## config.mk

```make
export PLATFORM = sky130hd
export DESIGN_NAME = itt_timer
export DESIGN_NICKNAME = d
export VERILOG_FILES = /design/src/pkg/itt_pkg.sv /design/src/core/itt_timer.sv
export SDC_FILE = /design/constraint.sdc
export NUM_CORES = 1
export LEC_CHECK = 0
export BUFFER_PORTS_ARGS = -buffer_cell sky130_fd_sc_hd__buf_2
export CORE_ASPECT_RATIO = 0.9
export CORE_MARGIN = 10
export CORE_UTILIZATION = 54
export CTS_CLUSTER_DIAMETER = 60
export CTS_CLUSTER_SIZE = 16
export DETAILED_ROUTE_END_ITERATION = 8
export PLACE_DENSITY = 0.91
export SYNTH_ARGS = -nofsm -noshare
export SYNTH_HDL_FRONTEND = slang
export SYNTH_SLANG_ARGS = --single-unit
```

## constraint.sdc

```tcl
create_clock -name clk -period 2.8 [get_ports clk]
set_clock_uncertainty 0.15 [all_clocks]
set_input_delay 0.28 -clock clk [delete_from_list [all_inputs] [get_ports clk]]
set_output_delay 0.28 -clock clk [all_outputs]
set_load 0.005 [all_outputs]
```

## src/pkg/itt_pkg.sv

```systemverilog
// Constants, register map and carrier types of the inactivity timeout timer.
package itt_pkg;

   // ---------------------------------------------------------------
   // Timing
   // ---------------------------------------------------------------
   localparam longint unsigned ITT_CLK_HZ = 64'h0000_0000_0773_5940;
   localparam longint unsigned ITT_MINUTE_S = 64'h0000_0000_0000_003C;
   localparam longint unsigned ITT_TICK_CYCLES = ITT_MINUTE_S * ITT_CLK_HZ;
   localparam int ITT_PRESC_W = 33;
   localparam logic [ITT_PRESC_W-1:0] ITT_PRESC_ZERO = 33'h0_0000_0000;
   localparam logic [ITT_PRESC_W-1:0] ITT_PRESC_ONE = 33'h0_0000_0001;

   // ---------------------------------------------------------------
   // Register map (word indices; byte address is four times the index)
   // ---------------------------------------------------------------
   localparam int ITT_ADR_W = 8;
   localparam logic [5:0] ITT_IDX_TIMEOUT = 6'h00;
   localparam logic [5:0] ITT_IDX_MASK = 6'h01;
   localparam logic [5:0] ITT_IDX_STATUS = 6'h02;
   localparam logic [5:0] ITT_IDX_ROUTE = 6'h04;
   localparam logic [5:0] ITT_IDX_INT_STAT = 6'h05;
   localparam logic [5:0] ITT_IDX_INT_MASK = 6'h06;
   localparam logic [1:0] ITT_ADR_ALIGN = 2'h0;

   // ---------------------------------------------------------------
   // Fields and reset values
   // ---------------------------------------------------------------
   localparam int ITT_SRC_N = 4;
   localparam int ITT_ROUTE_EN_BIT = 7;
   localparam int ITT_ROUTE_SEL_W = 4;
   localparam int ITT_IRQ_LINES = 16;
   localparam int ITT_EV_N = 2;
   localparam int ITT_EV_EXPIRE = 0;
   localparam int ITT_EV_RELOAD = 1;
   localparam logic [7:0] ITT_PERIOD_RST = 8'h00;
   localparam logic [7:0] ITT_COUNT_ZERO = 8'h00;
   localparam logic [7:0] ITT_COUNT_ONE = 8'h01;
   localparam logic [ITT_SRC_N-1:0] ITT_MASK_RST = 4'h0;
   localparam logic [7:0] ITT_ROUTE_RST = 8'h00;
   localparam logic [ITT_EV_N-1:0] ITT_EV_RST = 2'h0;
   localparam logic [31:0] ITT_DAT_ZERO = 32'h0000_0000;

   // ---------------------------------------------------------------
   // Carrier types
   // ---------------------------------------------------------------
   typedef struct packed {
      logic cyc;
      logic stb;
      logic we;
      logic [ITT_ADR_W-1:0] adr;
      logic [3:0] sel;
      logic [31:0] dat;
   } itt_wb_req_t;

   typedef struct packed {
      logic ack;
      logic [31:0] dat;
   } itt_wb_rsp_t;

   typedef struct packed {
      logic [7:0] period;
      logic [ITT_SRC_N-1:0] mask;
      logic [7:0] count;
      logic running;
      logic alert_n;
      logic [ITT_SRC_N-1:0] act_prev;
      logic [ITT_PRESC_W-1:0] presc;
      logic [7:0] route;
      logic [ITT_EV_N-1:0] int_stat;
      logic [ITT_EV_N-1:0] int_mask;
      logic ack;
      logic [31:0] rdata;
   } itt_state_t;

endpackage

```

## src/core/itt_timer.sv

```systemverilog
// Inactivity timeout timer with classic Wishbone register slave.
//
// Design decisions made here: the register addresses and the Wishbone register port.
`timescale 1ns/10ps
// Notes on behaviour
// - Eight-bit counter, one decrement per minute.
// - Four maskable activity sources watched.
// - Expiry drives active-low alert pin.
// - Expiry readable as status, routable IRQ.
// - Reset: period zero, idle, alert high, masked.
// - Nonzero timeout write starts and loads counter.
// - Unmasked activity reloads counter from period.
// - Reaching zero stops, alert low, status zero.
// - Any timeout write releases alert, status one.
// - Zero write stops timer; nonzero restarts.
// - Status bit mirrors alert output level.
// - Routed IRQ active while status zero.
// - Nonzero write while running reloads immediately.
// - Mask bits 3..0 enable sources; rest zero.
module itt_timer
   import itt_pkg::*;
#(
   parameter logic [ITT_PRESC_W-1:0] TICK_CYCLES = ITT_PRESC_W'(ITT_TICK_CYCLES)
) (
   input wire logic clk,
   input wire logic srst,
   input wire itt_wb_req_t wb_req,
   output itt_wb_rsp_t wb_rsp,
   input wire logic [ITT_SRC_N-1:0] activity_irq,
   output logic alert_out_n,
   output logic [ITT_IRQ_LINES-1:0] alert_irq,
   output logic irq
);

   // ---------------------------------------------------------------
   // State
   // ---------------------------------------------------------------
   itt_state_t state_ff;
   itt_state_t nxt_state;

   localparam logic [ITT_PRESC_W-1:0] TICK_LAST = TICK_CYCLES - ITT_PRESC_ONE;

   logic bus_req;
   logic bus_wr;
   logic bus_rd;
   logic [5:0] bus_idx;
   logic idx_ok;
   logic wr_timeout;
   logic act_hit;
   logic tick;
   logic [ITT_EV_N-1:0] events;
   logic [31:0] rd_mux;

   // ---------------------------------------------------------------
   // Bus decode
   // ---------------------------------------------------------------
   // A request is taken once; state_ff.ack blocks the second cycle of the same request.
   assign bus_req = wb_req.cyc & wb_req.stb & ~state_ff.ack;
   assign bus_wr = bus_req & wb_req.we & wb_req.sel[0];
   assign bus_rd = bus_req & ~wb_req.we;
   assign bus_idx = wb_req.adr[ITT_ADR_W-1:2];
   assign idx_ok = (wb_req.adr[1:0] == ITT_ADR_ALIGN);
   assign wr_timeout = bus_wr & idx_ok & (bus_idx == ITT_IDX_TIMEOUT);

   // Activity is the rising edge of an enabled source.
   assign act_hit = |(activity_irq & ~state_ff.act_prev & state_ff.mask);
   assign tick = state_ff.running & (state_ff.presc == TICK_LAST);

   always_comb begin
      rd_mux = ITT_DAT_ZERO;
      if (idx_ok) begin
         unique case (bus_idx)
            ITT_IDX_TIMEOUT: begin
               rd_mux[7:0] = state_ff.period;
            end
            ITT_IDX_MASK: begin
               rd_mux[ITT_SRC_N-1:0] = state_ff.mask;
            end
            ITT_IDX_STATUS: begin
               rd_mux[0] = state_ff.alert_n;
            end
            ITT_IDX_ROUTE: begin
               rd_mux[7:0] = state_ff.route;
            end
            ITT_IDX_INT_STAT: begin
               rd_mux[ITT_EV_N-1:0] = state_ff.int_stat;
            end
            ITT_IDX_INT_MASK: begin
               rd_mux[ITT_EV_N-1:0] = state_ff.int_mask;
            end
            default: begin
               rd_mux = ITT_DAT_ZERO;
            end
         endcase
      end
   end

   // ---------------------------------------------------------------
   // Next state
   // ---------------------------------------------------------------
   always_comb begin
      nxt_state = state_ff;
      events = ITT_EV_RST;
      nxt_state.act_prev = activity_irq;
      nxt_state.ack = bus_req;
      if (bus_req) begin
         nxt_state.rdata = bus_rd ? rd_mux : ITT_DAT_ZERO;
      end

      // Countdown runs only while active; activity while idle is ignored.
      if (state_ff.running) begin
         if (act_hit) begin
            nxt_state.count = state_ff.period;
            nxt_state.presc = ITT_PRESC_ZERO;
            events[ITT_EV_RELOAD] = 1'b1;
         end else if (tick) begin
            nxt_state.presc = ITT_PRESC_ZERO;
            if (state_ff.count == ITT_COUNT_ONE) begin
               nxt_state.count = ITT_COUNT_ZERO;
               nxt_state.running = 1'b0;
               nxt_state.alert_n = 1'b0;
               events[ITT_EV_EXPIRE] = 1'b1;
            end else begin
               nxt_state.count = state_ff.count - ITT_COUNT_ONE;
            end
         end else begin
            nxt_state.presc = state_ff.presc + ITT_PRESC_ONE;
         end
      end

      // A timeout write overrides the counter and alert effects of any activity or tick in the same cycle; their events still set int_stat.
      if (wr_timeout) begin
         nxt_state.period = wb_req.dat[7:0];
         nxt_state.alert_n = 1'b1;
         nxt_state.presc = ITT_PRESC_ZERO;
         nxt_state.count = wb_req.dat[7:0];
         nxt_state.running = (wb_req.dat[7:0] != ITT_COUNT_ZERO);
      end

      if (bus_wr && idx_ok) begin
         unique case (bus_idx)
            ITT_IDX_MASK: begin
               nxt_state.mask = wb_req.dat[ITT_SRC_N-1:0];
            end
            ITT_IDX_ROUTE: begin
               nxt_state.route = wb_req.dat[7:0];
            end
            ITT_IDX_INT_MASK: begin
               nxt_state.int_mask = wb_req.dat[ITT_EV_N-1:0];
            end
            default: begin
            end
         endcase
      end

      // Reading the event status clears it, but a new event in that cycle survives.
      if (bus_rd && idx_ok && (bus_idx == ITT_IDX_INT_STAT)) begin
         nxt_state.int_stat = events;
      end else begin
         nxt_state.int_stat = state_ff.int_stat | events;
      end
   end

   always_ff @(posedge clk) begin
      if (srst) begin
         state_ff.period <= ITT_PERIOD_RST;
         state_ff.mask <= ITT_MASK_RST;
         state_ff.count <= ITT_COUNT_ZERO;
         state_ff.running <= 1'b0;
         state_ff.alert_n <= 1'b1;
         state_ff.act_prev <= ITT_MASK_RST;
         state_ff.presc <= ITT_PRESC_ZERO;
         state_ff.route <= ITT_ROUTE_RST;
         state_ff.int_stat <= ITT_EV_RST;
         state_ff.int_mask <= ITT_EV_RST;
         state_ff.ack <= 1'b0;
         state_ff.rdata <= ITT_DAT_ZERO;
      end else begin
         state_ff <= nxt_state;
      end
   end

   // ---------------------------------------------------------------
   // Outputs
   // ---------------------------------------------------------------
   assign wb_rsp.ack = state_ff.ack;
   assign wb_rsp.dat = state_ff.rdata;
   assign alert_out_n = state_ff.alert_n;

   // Only the selected line can go high; every other line is driven low rather than floating.
   for (genvar g = 0; g < ITT_IRQ_LINES; g++) begin : g_route
      assign alert_irq[g] = state_ff.route[ITT_ROUTE_EN_BIT] & ~state_ff.alert_n &
         (state_ff.route[ITT_ROUTE_SEL_W-1:0] == ITT_ROUTE_SEL_W'(g));
   end

   assign irq = |(state_ff.int_stat & state_ff.int_mask);
endmodule

```

==> key figures <==
Power
  – Lkg Pwr: 1.781 nW
  – Peak supply drop: 0.2478 mV
  – Power per cell area: 424.9 nW/um^2

Synthesis
  – Largest family of logic cells by synthesized area: simple AND/OR/NAND/NOR gates
  – Compound-gate portion of the synthesized area: 20.45%
  – Share of the synthesized area in the top cell type: 35.43%
  – Cell variety after synth: 67
  – Seq cells post-synth: 80
  – Post-Synth Adder-Cell Area: 0.8303%
  – Area leader, netlist: dfxtp_1
  – Asr flop ratio synth: 0%
  – Post-synthesis mux area share: 6.200%
  – Mapped Area: 4521 um^2
  – Simple-gate portion of the synthesized area: 28.43%
  – Post-synth EDFFs: 0
  – Syn_area_per_cell: 8.160 um^2
  – Ys Warns: 0
  – Cell count after synthesis: 554
  – Top_reg_cell synth: dfxtp_1
  – Register area share after synthesis: 35.43%
  – Xor and xnor area share after synthesis: 0%
  – Largest cells by area after synthesis: dfxtp_1 35%, nor2_1 5.6%, buf_4 5.5%

Worst hold path
  – Hold WC Path Type: in -> reg
  – Hold path cells: 2
  – Worst Hold End: state_ff[78]
  – Worst hold start: activity_irq[0]

Final layout
  – Fillers: 666
  – Share of post-route cells with drive strength above 1: 18.52%
  – # diodes: 0
  – Area of the multi-input gates: 2620 um^2
  – Design Area, Final: 4917 um^2
  – Sequential cell area: 1602 um^2
  – Area grow syn2layout: 8.774%
  – # nets final: 646

Clocking
  – PostCTS Resize Cnt: 0
  – CTS tree: built
  – Clock Tree Root: clkbuf_8
  – Clock Tree Buf Depth: 2
  – Worst-Skew Late Latency: 360 ps
  – Clock Pin Slew Worst Setup and Hold Paths: 80 ps
  – Sinks on Clock Net: 80
  – Total CTS buffers: 9
  – Htree depth: 3

Timing
  – Ratio of final minimum period to clock period: 93.36%
  – # setup viols final: 0
  – Min cycle time layout: 2614 ps
  – RSZ-0062 raised after global routing: false
  – Max-Slew Margin vs Limit: 52.48%
  – Setup TNS: 0 ps
  – Worst slew pin tran: 706.4 ps
  – Fin. max-slew vios: 0
  – Final Hold Viols: 0
  – Peak Freq: 382.5 MHz

Routing
  – Wl on met1: 4797 um
  – Met3 WL post-DR: 984 um
  – Vias: 4396
  – DRT antenna net count: 0
  – Wire per inst: 17.53 um
  – DRC: 0
  – Avg Vias per Cell: 6.343
  – Final WL: 12150 um
  – DR pass1 iterations: 6
  – DR iter-0 viols: 410
  – DR WL met2: 6057 um
  – Top sig layer: met4

Die
  – Core Region: 8107 um^2
  – Die X: 116.4 um
  – Rows: 31
  – Starting Density: 55.76%
  – Die area: 12440 um^2
  – Die H: 106.8 um
  – I/O pin cnt: 104

Run
  – Max Cap Violations: 0

Critical path
  – Max FO, Critical Path: 5
  – Levels on crit path: 7
  – WP data arrival: 2710 ps
  – Slowest CP cell: or4_4
  – Crit. Startpoint: state_ff[45]
  – Crit-path leading delay family: simple AND/OR/NAND/NOR gates
  – R2r setup slk: 190 ps
  – Critical path startpoint category: flip-flop
  – Worst R2R Start: state_ff[45]
  – Cell breakdown of the critical path: ha_1, and4_4, nand2_4, or4_4, or3_2, a31oi_1, nor2_1
  – Worst Path Buf+Inv: 0
  – CP peak stage delay: 560 ps
  – CP required: 2890 ps
  – Capture point of the worst reg-to-reg path: state_ff[83]
  – Reg2Reg Depth: 7
  – Critical path capture point type: flip-flop
  – Critical path type: reg -> reg

Global routing
  – First-pass GRT wire length: 19460 um
  – GRT Resource Usage Total: 18.88%
  – Largest net degree at the start of global routing: 34
  – Total gr overflow: 0
  – Vias in the first global route: 4174
  – Initial antenna violation count: 0

Place
  – I/O Buffers: 52
  – DP Area: 4705 um^2
  – Post-DP HPWL: 8770 um
  – Gpl congestion: 0.8545

Status
  – Status: finished, final reports clean
==> metrics by stage <==
stage / setup slack (ps) / total power [mW] / instances / util [%] / hold WS, ps
6_report: 185.9 / 2.090 / 693 / 60.66 / 15.64
5_1_grt: 80.98 / 2.161 / 693 / 60.66 / 11.85
4_1_cts: 113.2 / 2.099 / 692 / 60.56 / 2.422
3_5_place_dp: 133.9 / 1.252 / 676 / 58.03 / 311.1
3_3_place_gp: 271.3 / 1.250 / 676 / 58.03 / 300.4
2_1_floorplan: 428.7 / 1.240 / 577 / - / 258.2
==> final cells by class <==
class / instances / share of cell area, %
clock buffers: 10 / 2.799
clock inverters: 5 / 1.170
inverters: 5 / 0.3817
multi-input cells: 431 / 53.28
flip-flops and latches: 80 / 32.57
well taps: 99 / 2.519
repair buffers: 63 / 7.277
==> how the worst max path moves through the flow <==
stage | endpoint | slack [ps]
after floorplan | state_ff[83] | 430
after global placement | state_ff[91] | 270
after detailed placement | state_ff[86] | 130
after CTS | state_ff[86] | 110
after global routing | state_ff[83] | 80
final | state_ff[83] | 190
==> kinds of logic (layout without fill, tap and decap cells) <==
kind of cell | Yosys count | after routing
flops | 80 | 80
simple gates | 243 | 243
compound gates | 134 | 134
other cells | 1 | 24
buf+inv | 66 | 83
mux | 27 | 27
fa+ha+maj | 3 | 3
==> Yosys cell counts (all sizes together), types with 10 or more instances <==
| cell | n |
|---|---|
| dfxtp | 80 |
| nor2 | 68 |
| nand2 | 59 |
| buf | 41 |
| a21oi | 31 |
| nand3 | 29 |
| a311oi | 24 |
| o21ai | 22 |
| clkbuf | 20 |
| mux2i | 19 |
| a31oi | 12 |
| nor3 | 11 |
| nor4 | 11 |
| a41oi | 10 |
==> flip-flops by register name (all words and copies together), names as in the netlist <==
register	count
alert_out_n	1
state_ff	70
wb_rsp	9
==> worst register-to-register path, stage by stage, from the launching register on <==
cell and delay, ps:
dfxtp_1 400, ha_1 250, and4_4 300, nand2_4 70, or4_4 560, or3_2 490
a31oi_1 230, nor2_1 60
==> cells in the final DEF (no fill, tap or decap), types with 7 or more instances in the layout <==
| master | synthesis | routed |
|---|---|---|
| buf_4 | 33 | 9 |
| nor4_1 | 9 | 9 |
| mux2_2 | 8 | 8 |
| buf_2 | 7 | 52 |
| nor3_1 | 10 | 10 |
| o21ai_0 | 21 | 21 |
| a41oi_1 | 10 | 10 |
| dfxtp_1 | 80 | 80 |
| a311oi_1 | 24 | 24 |
| nand2_1 | 58 | 58 |
| nand3_1 | 28 | 28 |
| conb_1 | 1 | 24 |
| nor2_1 | 67 | 66 |
| a21oi_1 | 31 | 31 |
| nor2b_1 | 7 | 7 |
| clkbuf_8 | 0 | 10 |
| mux2i_1 | 19 | 19 |
| a31oi_1 | 12 | 12 |
| nand2b_1 | 8 | 8 |
| a22oi_1 | 8 | 8 |
==> repair_timing <==
action                                 CTS  global route
hold buffers                             1             0
setup endpoints to repair                0             4
endpoints found under the hold margin    1             0
buffers inserted                         0             1
==> layer usage <==
layer  vias up  GRT usage (%)
met4         0          7.857
li1       2074              -
met3        38          4.905
met2       218          32.22
met5         -              0
met1      2066          21.85
==> power by group <==
part / switching, mW / leakage [nW] / internal (mW)
Sequential: 0.000916 / 0.645 / 1.14
Clock: 0.429 / 0.0904 / 0.429
Combinational: 0.0603 / 1.05 / 0.0296
Total: 0.491 / 1.78 / 1.60
No activity file was read; power rests on OpenSTA's default activity.
